File: config.mk
export PLATFORM = sky130hd
export DESIGN_NAME = cthr_top
export DESIGN_NICKNAME = d
export VERILOG_FILES = /design/src/pkg/cthr_pkg.sv /design/src/logic/cthr_instr_div.sv /design/src/logic/cthr_ratio_gen.sv /design/src/logic/cthr_top.sv
export SDC_FILE = /design/constraint.sdc
export NUM_CORES = 1
export LEC_CHECK = 0
export BUFFER_PORTS_ARGS = -buffer_cell sky130_fd_sc_hd__buf_2
export CORE_UTILIZATION = 55
export CTS_CLUSTER_DIAMETER = 100
export DETAILED_ROUTE_END_ITERATION = 8
export PLACE_DENSITY_LB_ADDON = 0.3
export SYNTH_ARGS = -nofsm -noshare
export SYNTH_HDL_FRONTEND = slang
export SYNTH_HIERARCHICAL = 1
export SYNTH_SLANG_ARGS = --single-unit
File: constraint.sdc
create_clock -name clk -period 6.8 [get_ports clk]
set_input_delay 2.04 -clock clk [delete_from_list [all_inputs] [get_ports clk]]
set_output_delay 2.04 -clock clk [all_outputs]
set_load 0.02 [all_outputs]
File: src/pkg/cthr_pkg.sv
package cthr_pkg;

  // Register byte offsets on the APB
  localparam logic [7:0] OFS_CTRL = 8'h00;
  localparam logic [7:0] OFS_STATUS = 8'h04;
  localparam logic [7:0] OFS_ACTIVE_CNT = 8'h08;
  localparam logic [7:0] OFS_HOLD_CNT = 8'h0C;

  // Control register field positions
  localparam int CTRL_ENABLE_BIT = 0;
  localparam int CTRL_WAKE_BIT = 1;
  localparam int CTRL_AFTER_BIT = 2;
  localparam int CTRL_RATIO_LSB = 4;
  localparam int RATIO_W = 3;

  // Status register field positions
  localparam int STAT_ENABLE_BIT = 0;
  localparam int STAT_IN_ISR_BIT = 1;
  localparam int STAT_SLOT_BIT = 2;
  localparam int STAT_MODE_LSB = 4;
  localparam int STAT_SLOT_IDX_LSB = 8;

  // Reset values
  localparam logic RST_ENABLE = 1'b0;
  localparam logic RST_WAKE = 1'b0;
  localparam logic RST_AFTER = 1'b0;
  localparam logic [RATIO_W-1:0] RST_RATIO = 3'h0;
  localparam logic [31:0] RST_COUNT = 32'h0000_0000;

  // Documented ratio codes
  localparam logic [RATIO_W-1:0] RATIO_1_4 = 3'h1;
  localparam logic [RATIO_W-1:0] RATIO_1_32 = 3'h4;

  // Timing
  localparam int SYS_CLK_HZ = 10_000_000;
  localparam int CLKS_PER_INSTR = 4;
  localparam int SLOT_CNT_W = 8;

  typedef struct packed {
    logic [RATIO_W-1:0] ratio;
    logic after_isr;
    logic wake;
    logic enable;
  } cthr_ctrl_type;

  typedef struct packed {
    logic osc_run;
    logic periph_tick;
    logic pmem_fetch_en;
    logic cpu_exec_en;
  } cthr_gate_type;

  typedef enum logic [2:0] {
    MODE_FULL = 3'b001,
    MODE_ACTIVE = 3'b010,
    MODE_HOLD = 3'b100
  } cthr_mode_type;

  // Last slot index of a throttle period: 2**(code+1) - 1
  function automatic logic [SLOT_CNT_W-1:0] ratio_last(
    input logic [RATIO_W-1:0] code
  );
    logic [SLOT_CNT_W:0] n;
    n = '0;
    // Index as int so code 7 reaches bit 8 instead of wrapping to bit 0
    n[int'(code) + 1] = 1'b1;
    return SLOT_CNT_W'(n - 1'b1);
  endfunction

endpackage

File: src/logic/cthr_instr_div.sv
`timescale 1ns/1ns
module cthr_instr_div #(
  parameter int DIV = cthr_pkg::CLKS_PER_INSTR
) (
  clk, // System clock
  sys_rst, // Async reset, active high
  instr_tick // One-cycle pulse per instruction cycle
);
  import cthr_pkg::*;
  input wire logic clk;
  input wire logic sys_rst;
  output logic instr_tick;

  localparam int CW = (DIV > 1) ? $clog2(DIV) : 1;
  localparam logic [CW-1:0] LAST = CW'(DIV - 1);

  logic [CW-1:0] phase_reg;

  initial begin
    if (DIV < 1) begin
      $error("cthr_instr_div: DIV must be at least 1");
    end
  end

  always_ff @(posedge clk or posedge sys_rst) begin
    if (sys_rst) begin
      phase_reg <= '0;
    end else if (phase_reg == LAST) begin
      phase_reg <= '0;
    end else begin
      phase_reg <= phase_reg + 1'b1;
    end
  end

  assign instr_tick = (phase_reg == LAST);

endmodule

File: src/logic/cthr_ratio_gen.sv
`timescale 1ns/1ns
module cthr_ratio_gen (
  clk, // System clock
  sys_rst, // Async reset, active high
  instr_tick, // Instruction cycle pulse
  throttle_on, // Throttling in force
  ratio_sel, // Ratio code
  slot_active, // Current instruction cycle may execute
  slot_idx // Position within the throttle period
);
  import cthr_pkg::*;
  input wire logic clk;
  input wire logic sys_rst;
  input wire logic instr_tick;
  input wire logic throttle_on;
  input wire logic [RATIO_W-1:0] ratio_sel;
  output logic slot_active;
  output logic [SLOT_CNT_W-1:0] slot_idx;

  logic [SLOT_CNT_W-1:0] idx_reg;
  logic [RATIO_W-1:0] sel_seen_reg;

  // Period restarts on a ratio change so a new ratio starts active
  always_ff @(posedge clk or posedge sys_rst) begin
    if (sys_rst) begin
      idx_reg <= '0;
      sel_seen_reg <= RST_RATIO;
    end else begin
      sel_seen_reg <= ratio_sel;
      if (!throttle_on || ratio_sel != sel_seen_reg) begin
        idx_reg <= '0;
      end else if (instr_tick) begin
        if (idx_reg >= ratio_last(ratio_sel)) begin
          idx_reg <= '0;
        end else begin
          idx_reg <= idx_reg + 1'b1;
        end
      end
    end
  end

  assign slot_active = (idx_reg == '0);
  assign slot_idx = idx_reg;

endmodule

File: src/logic/cthr_top.sv
// Notes on behaviour
// - With throttling enabled the CPU runs one instruction cycle in N, N set by the 3-bit ratio code.
// - Ratio code 100 gives one active instruction cycle then 31 held, 1:32.
// - Ratio code 001 gives one active instruction cycle then 3 held, 1:4.
// - Peripherals keep their full-rate clocking during held cycles.
// - Only CPU and program memory are throttled; oscillators keep running.
// - Each active throttled cycle still prefetches the next instruction as normal.
// - On service routine entry the enable is copied into the after-return bit.
// - Enable set and wake bit clear: the service routine runs throttled, enable stays 1.
// - Enable set and wake bit set: enable is cleared and the routine runs at full speed.
// - Enable clear on entry: the routine runs at full speed and enable stays 0.
// - On return the enable is loaded from the after-return bit.
//
// The APB register port and the placing of the registers are this design's own decisions.
`timescale 1ns/1ns
module cthr_top #(
  parameter int CLKS_PER_INSTR_P = cthr_pkg::CLKS_PER_INSTR
) (
  clk, // System clock
  sys_rst, // Async reset, active high
  paddr, // APB address
  psel, // APB select
  penable, // APB enable
  pwrite, // APB direction
  pwdata, // APB write data
  pstrb, // APB byte strobes
  pready, // APB ready
  prdata, // APB read data
  pslverr, // APB error
  cpu_isr_enter, // Interrupt entry pulse
  cpu_isr_return, // Return-from-interrupt pulse
  gate, // CPU, memory and peripheral enables
  throttle_active // Throttled execution in force
);
  import cthr_pkg::*;
  input wire logic clk;
  input wire logic sys_rst;
  input wire logic [7:0] paddr;
  input wire logic psel;
  input wire logic penable;
  input wire logic pwrite;
  input wire logic [31:0] pwdata;
  input wire logic [3:0] pstrb;
  output logic pready;
  output logic [31:0] prdata;
  output logic pslverr;
  input wire logic cpu_isr_enter;
  input wire logic cpu_isr_return;
  output cthr_pkg::cthr_gate_type gate;
  output logic throttle_active;

  initial begin
    if (CLKS_PER_INSTR_P < 1) begin
      $error("cthr_top: CLKS_PER_INSTR_P must be at least 1");
    end
  end

  // Bus decode

  logic acc_phase;
  logic hit_ctrl;
  logic hit_status;
  logic hit_active;
  logic hit_hold;
  logic mapped;
  logic wr_fire;
  logic rd_fire;

  assign acc_phase = psel && penable;
  assign hit_ctrl = (paddr == OFS_CTRL);
  assign hit_status = (paddr == OFS_STATUS);
  assign hit_active = (paddr == OFS_ACTIVE_CNT);
  assign hit_hold = (paddr == OFS_HOLD_CNT);
  assign mapped = hit_ctrl || hit_status || hit_active || hit_hold;
  assign wr_fire = acc_phase && pwrite && mapped;
  assign rd_fire = acc_phase && !pwrite && mapped;

  // Zero wait states: every access completes in its first access cycle
  assign pready = 1'b1;
  assign pslverr = acc_phase && !mapped;

  // Control state

  cthr_ctrl_type ctrl_reg;
  logic in_isr_reg;
  logic ctrl_wr;
  logic ctrl_wr_b0;

  // All control fields live in byte lane 0
  assign ctrl_wr = wr_fire && hit_ctrl;
  assign ctrl_wr_b0 = ctrl_wr && pstrb[0];

  // Enable: hardware interrupt events win over a same-cycle software write
  always_ff @(posedge clk or posedge sys_rst) begin
    if (sys_rst) begin
      ctrl_reg.enable <= RST_ENABLE;
    end else if (cpu_isr_enter) begin
      if (ctrl_reg.enable && ctrl_reg.wake) begin
        ctrl_reg.enable <= 1'b0;
      end else begin
        ctrl_reg.enable <= ctrl_reg.enable;
      end
    end else if (cpu_isr_return) begin
      ctrl_reg.enable <= ctrl_reg.after_isr;
    end else if (ctrl_wr_b0) begin
      ctrl_reg.enable <= pwdata[CTRL_ENABLE_BIT];
    end
  end

  // After-return bit: entry copy wins over a same-cycle software write
  always_ff @(posedge clk or posedge sys_rst) begin
    if (sys_rst) begin
      ctrl_reg.after_isr <= RST_AFTER;
    end else if (cpu_isr_enter) begin
      ctrl_reg.after_isr <= ctrl_reg.enable;
    end else if (ctrl_wr_b0) begin
      ctrl_reg.after_isr <= pwdata[CTRL_AFTER_BIT];
    end
  end

  // Software-only fields
  always_ff @(posedge clk or posedge sys_rst) begin
    if (sys_rst) begin
      ctrl_reg.wake <= RST_WAKE;
      ctrl_reg.ratio <= RST_RATIO;
    end else if (ctrl_wr_b0) begin
      ctrl_reg.wake <= pwdata[CTRL_WAKE_BIT];
      ctrl_reg.ratio <= pwdata[CTRL_RATIO_LSB +: RATIO_W];
    end
  end

  // Service routine tracking, for status only
  always_ff @(posedge clk or posedge sys_rst) begin
    if (sys_rst) begin
      in_isr_reg <= 1'b0;
    end else if (cpu_isr_enter) begin
      in_isr_reg <= 1'b1;
    end else if (cpu_isr_return) begin
      in_isr_reg <= 1'b0;
    end
  end

  // Instruction timing

  logic instr_tick;
  logic slot_active;
  logic [SLOT_CNT_W-1:0] slot_idx;

  cthr_instr_div #(
    .DIV(CLKS_PER_INSTR_P)
  ) u_div (
    .clk(clk),
    .sys_rst(sys_rst),
    .instr_tick(instr_tick)
  );

  cthr_ratio_gen u_ratio (
    .clk(clk),
    .sys_rst(sys_rst),
    .instr_tick(instr_tick),
    .throttle_on(ctrl_reg.enable),
    .ratio_sel(ctrl_reg.ratio),
    .slot_active(slot_active),
    .slot_idx(slot_idx)
  );

  // Execution mode

  cthr_mode_type mode_reg;
  cthr_mode_type mode_next;

  always_comb begin
    if (!ctrl_reg.enable) begin
      mode_next = MODE_FULL;
    end else if (slot_active) begin
      mode_next = MODE_ACTIVE;
    end else begin
      mode_next = MODE_HOLD;
    end
  end

  always_ff @(posedge clk or posedge sys_rst) begin
    if (sys_rst) begin
      mode_reg <= MODE_FULL;
    end else begin
      mode_reg <= mode_next;
    end
  end

  // Gating outputs

  logic exec_ok;
  logic tick_d_reg;

  // Follows the registered mode, so delay the tick to stay aligned
  always_ff @(posedge clk or posedge sys_rst) begin
    if (sys_rst) begin
      tick_d_reg <= 1'b0;
    end else begin
      tick_d_reg <= instr_tick;
    end
  end

  always_comb begin
    unique case (mode_reg)
      MODE_FULL: exec_ok = 1'b1;
      MODE_ACTIVE: exec_ok = 1'b1;
      MODE_HOLD: exec_ok = 1'b0;
      default: exec_ok = 1'b0;
    endcase
  end

  always_ff @(posedge clk or posedge sys_rst) begin
    if (sys_rst) begin
      gate <= '0;
    end else begin
      gate.cpu_exec_en <= tick_d_reg && exec_ok;
      gate.pmem_fetch_en <= tick_d_reg && exec_ok;
      gate.periph_tick <= tick_d_reg;
      gate.osc_run <= 1'b1;
    end
  end

  always_ff @(posedge clk or posedge sys_rst) begin
    if (sys_rst) begin
      throttle_active <= 1'b0;
    end else begin
      throttle_active <= (mode_reg != MODE_FULL);
    end
  end

  // Cycle counters

  logic [31:0] active_cnt_reg;
  logic [31:0] hold_cnt_reg;
  logic active_clr;
  logic hold_clr;

  // Any write clears; a count in the clearing cycle is dropped
  assign active_clr = wr_fire && hit_active;
  assign hold_clr = wr_fire && hit_hold;

  always_ff @(posedge clk or posedge sys_rst) begin
    if (sys_rst) begin
      active_cnt_reg <= RST_COUNT;
    end else if (active_clr) begin
      active_cnt_reg <= RST_COUNT;
    end else if (tick_d_reg && mode_reg == MODE_ACTIVE) begin
      active_cnt_reg <= active_cnt_reg + 32'h0000_0001;
    end
  end

  always_ff @(posedge clk or posedge sys_rst) begin
    if (sys_rst) begin
      hold_cnt_reg <= RST_COUNT;
    end else if (hold_clr) begin
      hold_cnt_reg <= RST_COUNT;
    end else if (tick_d_reg && mode_reg == MODE_HOLD) begin
      hold_cnt_reg <= hold_cnt_reg + 32'h0000_0001;
    end
  end

  // Read path

  logic [31:0] rd_mux;
  logic [31:0] ctrl_view;
  logic [31:0] stat_view;

  always_comb begin
    ctrl_view = '0;
    ctrl_view[CTRL_ENABLE_BIT] = ctrl_reg.enable;
    ctrl_view[CTRL_WAKE_BIT] = ctrl_reg.wake;
    ctrl_view[CTRL_AFTER_BIT] = ctrl_reg.after_isr;
    ctrl_view[CTRL_RATIO_LSB +: RATIO_W] = ctrl_reg.ratio;
  end

  always_comb begin
    stat_view = '0;
    stat_view[STAT_ENABLE_BIT] = throttle_active;
    stat_view[STAT_IN_ISR_BIT] = in_isr_reg;
    stat_view[STAT_SLOT_BIT] = slot_active;
    stat_view[STAT_MODE_LSB +: 3] = mode_reg;
    stat_view[STAT_SLOT_IDX_LSB +: SLOT_CNT_W] = slot_idx;
  end

  always_comb begin
    rd_mux = '0;
    if (hit_ctrl) begin
      rd_mux = ctrl_view;
    end else if (hit_status) begin
      rd_mux = stat_view;
    end else if (hit_active) begin
      rd_mux = active_cnt_reg;
    end else if (hit_hold) begin
      rd_mux = hold_cnt_reg;
    end
  end

  // Registered read data, held until the next read
  always_ff @(posedge clk or posedge sys_rst) begin
    if (sys_rst) begin
      prdata <= '0;
    end else if (psel && !penable && !pwrite) begin
      prdata <= rd_mux;
    end else if (rd_fire) begin
      prdata <= prdata;
    end
  end

endmodule

==> impl_metrics.yaml, run 1 <==
final_layout:
  final_layout_size_suffix_gt1_share_pct: 17.5
  fin_util_pct: 64.4
  fillers: 896
  nNetsFinal: 750
  syn2layout_area_growth_pct: 14.0
  antenna_cells: 0
synth:
  synth_area_leader_cell: "dfrtp_1"
  synth_area_um2: 6450
  synth.area.top_cells: "dfrtp_1 (48%), xnor2_1 (4.3%), nor2_1 (4.2%)"
  synth_warnings: 6
  avgSynthCellArea_um2: 10.1
  synth_edf_count: 0
  seq_area_frac_synth_pct: 48.1
  syn_inst: 636
  synth_ff_type: "dfrtp_1"
  synthArstFlopShare_pct: 100
  yosysMostFrequentCell: "dfrtp_1"
  synthDistinctLibCells: 63
  synth_common_cells: "dfrtp_1 (123), nor2_1 (73), nand2_1 (55)"
  yosys.area.top_type_share_pct: 47.7
  ys_seq_elements: 124
sta:
  tns_ps: 0
  fmax_ghz: 0.192
  clock_skew_ps: 6.66
  slew_violations: 0
  relSlewSlack_pct: 15.3
  period_needed_ps: 5210
  tightestPinTransition_ps: 1270
  rsz0062_at_grt: "false"
  hold_viol: 0
  whs_ps: 429
  min_period_over_period_pct: 76.6
  setup_viol: 0
critical_path:
  crit_buf_inv: 2
  crit_required_ps: 4760
  criticalPathCategory: "input port to output port"
  end_kind: "output port"
  crit_family: "simple AND/OR/NAND/NOR gates"
  cp_slowest_cell: "nor4_2"
  crit_chain: "buf_2 -> nor4_2 -> nand2_1 -> and3_1 -> buf_2"
  cp_common_cell: "buf_2"
  worstPathMaxFanout: 9
  cp_slowest_stage_delay_ps: 330
  worstPathArrival_ps: 3170
  start_kind: "input port"
cts:
  cts_hold_buf: 0
  cts_buffers: 17
  cts_num_sinks: 124
  root_buffer: "clkbuf_16"
  post_cts_buffers: 0
  cts-resized-gates: 0
  path_clk_slew_ps: 50
  clk_latency_ps: 410
  cts_max_path_buffers: 2
  htree_levels: 4
  tritoncts: "yes"
die:
  rows: 39
  die_w_um: 110
  die_h_um: 110
  core_region_area_um2: 11400
  initial_utilization_pct: 56.5
  dieArea_um2: 12200
  pin_count: 90
routing:
  vias: 4974
  drt-total-wl_mm: 15.1
  wl_per_cell_um: 18.0
  drt_iter0_drc: 346
  vias_per_cell: 5.92
  firstDrtPassIters: 5
  ant_nets: 0
  drcViolationCount: 0
run:
  cap_violations: 0
global_route:
  grt_overflow: 0
  grt_max_degree: 77
  grt_usage_pct: 26.5
  grt_pass1_wl_mm: 24.1
  antenna_found_initial: 0
  grt_pass1_vias: 4886
outcome:
  status: "complete, no violations"
pwr:
  p_seq_share_pct: 41.6
  p_int_uw: 1740
  ir_drop_mv: 0.204
  total_power_uw: 2580
  power.density_nw_per_um2: 351
  switching_share_pct: 32.6
  p_clk_share_pct: 35.3
  pwr-share-comb_pct: 23.1
  power_leakage_uw: 0.00324
  p_sw_uw: 842
placement:
  gp_congestion: 0.835
  portBuffers: 59
  hpwl_mm: 10.1
worst_hold_path:
  hold_class: "flip-flop to flip-flop"
## worst paths after layout
check	startpoint	endpoint	slack [ps]	cells after the start
worst min-delay path	u_div/phase_reg[0]$_DFF_PP0_	u_div/phase_reg[0]$_DFF_PP0_	430	1
worst min register to register	u_div/phase_reg[0]$_DFF_PP0_	u_div/phase_reg[0]$_DFF_PP0_	430	1
max in group asynchronous	sys_rst	active_cnt_reg[19]$_DFFE_PP0P_	3920	3
worst max-delay path	paddr[7]	pslverr	1590	5
min in group asynchronous	sys_rst	u_div/phase_reg[0]$_DFF_PP0_	1510	2
worst max register to register	ctrl_reg[4]$_DFFE_PP0P_	u_ratio/slot_idx[5]$_DFFE_PP0P_	3200	9
## metrics by stage
step	area [um^2]	instances	setup slack, ps
after floorplan	6460	638	1830
after global placement	6760	809	1620
after detailed placement	6760	809	1590
after CTS	7350	840	1580
after global routing	7350	840	1510
final	7350	840	1590
## layout by cell type (no fill, tap or decap), types with 4 or more instances in the layout
cell type	count
o21ai_0	39
a21oi_1	18
dfrtp_1	123
mux2_2	6
nor3b_1	4
buf_2	59
nand3_1	25
mux2i_1	20
xor2_1	24
nand4_1	17
xnor2_1	32
nor4_1	11
nor2_1	73
o311a_1	7
and3_1	12
nor3_1	12
and2_1	5
a22o_1	8
and4_1	9
nand2_1	55
mux4_2	6
inv_1	15
conb_1	4
ha_1	14
nand2b_1	9
clkbuf_16	17
or3_1	7
clkinv_2	5
## layer usage
metal | routed length (um) | share of wire, % | GRT usage, %
met1 | 6700 | 44 | 34.2
met2 | 7400 | 49 | 43.4
met3 | 781 | 5.2 | 5.58
met4 | 213 | 1.4 | 11.2
met5 | 0 | 0 | 0
## logic make-up after synthesis
logic type / after synthesis / synth area share, %
other cells: 2 / 0.116
mux: 32 / 6.25
simple gates: 261 / 20.9
fa+ha+maj: 14 / 2.72
xor+xnor: 58 / 8.11
buf+inv: 50 / 3.98
flops: 124 / 48.1
compound gates: 95 / 9.80
## power groups by stage
stage                     Combinational [uW]  Clock, uW  Sequential, uW
final                                    596        911            1070
after global routing                     666        955            1100
after CTS                                593        920            1070
after detailed placement                 584          0            1080
after global placement                   562          0            1060
after floorplan                          476          0            1030
## final cells by class
cell class / count / area (um^2) / area share, %
clock buffers: 23 / 478 / 6.50
clock inverters: 8 / 115 / 1.57
inverters: 16 / 62.6 / 0.851
multi-input cells: 464 / 3100 / 42.1
flip-flops and latches: 124 / 3100 / 42.2
well taps: 143 / 179 / 2.43
repair buffers: 62 / 318 / 4.32
No activity file was read; power rests on OpenSTA's default activity.
==> inputs of run 2 (changes only) <==
--- a/config.mk
+++ b/config.mk
@@ -6,7 +6,7 @@
 export NUM_CORES = 1
 export LEC_CHECK = 0
 export BUFFER_PORTS_ARGS = -buffer_cell sky130_fd_sc_hd__buf_2
-export CORE_UTILIZATION = 55
+export CORE_UTILIZATION = 52
 export CTS_CLUSTER_DIAMETER = 100
 export DETAILED_ROUTE_END_ITERATION = 8
 export PLACE_DENSITY_LB_ADDON = 0.3
==> constraint.sdc (replaced) <==
create_clock -name clk -period 4.5 [get_ports clk]
set_input_delay 1.35 -clock clk [delete_from_list [all_inputs] [get_ports clk]]
set_output_delay 1.35 -clock clk [all_outputs]
set_load 0.02 [all_outputs]
==> run 2 against run 1 <==
Sequential power rose by 51%; power rose by 59%; utilization fell by 2.0 points; clock skew rose by 4.5 ps; register-to-register slack got worse by 2200 ps; clock-buffer cell count fell by 1; cell count rose by 3.8%; sequential share of layout area fell by 0.99 points; non-clock buffer count rose by 6; critical path depth did not move.
==> impl_metrics.yaml, run 2 (synthesized netlist as in run 1, its figures left out) <==
outcome:
  status: "complete, no violations"
global_route:
  grt_max_degree: 56
  grt_usage_pct: 24.6
  grt_pass1_wl_mm: 23.9
  antenna_found_initial: 0
  grt_pass1_vias: 4711
  grt_overflow: 0
final_layout:
  final_layout_size_suffix_gt1_share_pct: 18.6
  final_cell_mix: "dfrtp_1 (123), nor2_1 (73), buf_2 (59)"
  syn2layout_area_growth_pct: 16.7
  final_common_cell: "dfrtp_1"
  nNetsFinal: 756
  antenna_cells: 0
  final_area_um2: 7530
placement:
  gp_congestion: 0.843
  hpwl_mm: 10.1
  portBuffers: 59
  placed_area_um2: 6840
cts:
  root_buffer: "clkbuf_16"
  cts_max_path_buffers: 2
  cts_num_sinks: 124
  cts_hold_buf: 0
  path_clk_slew_ps: 50
  htree_levels: 4
  post_cts_buffers: 0
  tritoncts: "yes"
  cts-resized-gates: 0
  clk_latency_ps: 420
  cts_buffers: 17
routing:
  vias_per_cell: 5.70
  drt-total-wl_mm: 14.7
  wl_per_cell_um: 16.8
  vias: 4970
  drcViolationCount: 0
  drt_iter0_drc: 342
  firstDrtPassIters: 5
  ant_nets: 0
worst_hold_path:
  min_from: "u_div/phase_reg[0]$_DFF_PP0_"
  hold_class: "flip-flop to flip-flop"
die:
  die_w_um: 113
  pin_count: 90
  core_region_area_um2: 12100
  rows: 40
  dieArea_um2: 12900
  initial_utilization_pct: 53.5
  die_h_um: 113
critical_path:
  rrSetupSlack_ps: 1020
  timing.rr.start: "ctrl_reg[4]$_DFFE_PP0P_"
  crit_chain: "buf_2 -> nor4_2 -> nand2_1 -> and3_1 -> buf_2"
  criticalPathCategory: "input port to output port"
  reg2reg_to: "u_ratio/slot_idx[6]$_DFFE_PP0P_"
  ff2ff_path_depth: 9
  path_depth: 5
  worstPathArrival_ps: 2450
  end_kind: "output port"
  crit_end: "pslverr"
  crit_buf_inv: 2
  crit_required_ps: 3150
  critPathLaunch: "paddr[7]"
  cp_slowest_cell: "nor4_2"
  cp_slowest_stage_delay_ps: 320
  start_kind: "input port"
  cp_common_cell: "buf_2"
  crit_family: "simple AND/OR/NAND/NOR gates"
  worstPathMaxFanout: 9
pwr:
  p_sw_uw: 1290
  total_power_uw: 4110
  p_seq_share_pct: 39.3
  ir_drop_mv: 0.289
  p_clk_share_pct: 38.8
  pwr-share-comb_pct: 21.9
  power_leakage_uw: 0.00330
  switching_share_pct: 31.4
  power.density_nw_per_um2: 546
  p_int_uw: 2820
sta:
  hold_viol: 0
  tightestPinTransition_ps: 745
  period_needed_ps: 3800
  setup_viol: 0
  clock_skew_ps: 11.2
  whs_ps: 440
  min_period_over_period_pct: 84.4
  tns_ps: 0
  rsz0062_at_grt: "false"
  relSlewSlack_pct: 50.2
  slew_violations: 0
  fmax_ghz: 0.263
run:
  cap_violations: 0
[run 2: changes by cell type in the layout (fill, tap and decap cells not counted)]
cell        before  now
buf_4            3    9
clkinvlp_4       0    2
clkbuf_8         3    4
clkinv_4         0    1
bufinv_16        3    6
clkinv_2         5    1
clkbuf_1         3    1
[run 2: layout make-up]
type / count / area (um^2)
well taps: 168 / 210
clock buffers: 22 / 484
fillers: 959 / 4530
clock inverters: 10 / 209
multi-input cells: 464 / 3100
repair buffers: 68 / 363
flip-flops and latches: 124 / 3100
inverters: 16 / 62.6
[run 2: power groups by stage]
stage | sequential (uW) | combinational [uW] | clock [uW]
2_1_floorplan | 1550 | 719 | 0
4_1_cts | 1610 | 903 | 1610
6_report | 1620 | 903 | 1590
5_1_grt | 1650 | 1010 | 1660
3_3_place_gp | 1610 | 852 | 0
3_5_place_dp | 1630 | 883 | 0
[run 2: worst min path at each step]
stage                                    to  cells after the start
6_report       u_div/phase_reg[0]$_DFF_PP0_                      1
5_1_grt        u_div/phase_reg[0]$_DFF_PP0_                      1
4_1_cts        u_div/phase_reg[0]$_DFF_PP0_                      1
3_5_place_dp   u_div/phase_reg[0]$_DFF_PP0_                      1
3_3_place_gp   u_div/phase_reg[0]$_DFF_PP0_                      1
2_1_floorplan             gate[2]$_DFF_PP0_                      0
[run 2: metrics by stage]
stage | setup slack, ps | cells | utilization, %
detailed placement | 700 | 840 | 56.7
global placement | 701 | 840 | 56.7
finish | 700 | 872 | 62.4
floorplan | 221 | 638 | -
CTS | 700 | 872 | 62.4
global route | 615 | 872 | 62.4
[run 2: routing by layer]
layer  global-route usage, %  up-vias  part of all wire, %
met5                       0        -                    0
met2                    39.6      137                   48
met4                    10.7        0                  2.3
li1                        -     2352                    -
met3                    5.46       23                  4.6
met1                    32.0     2458                   45
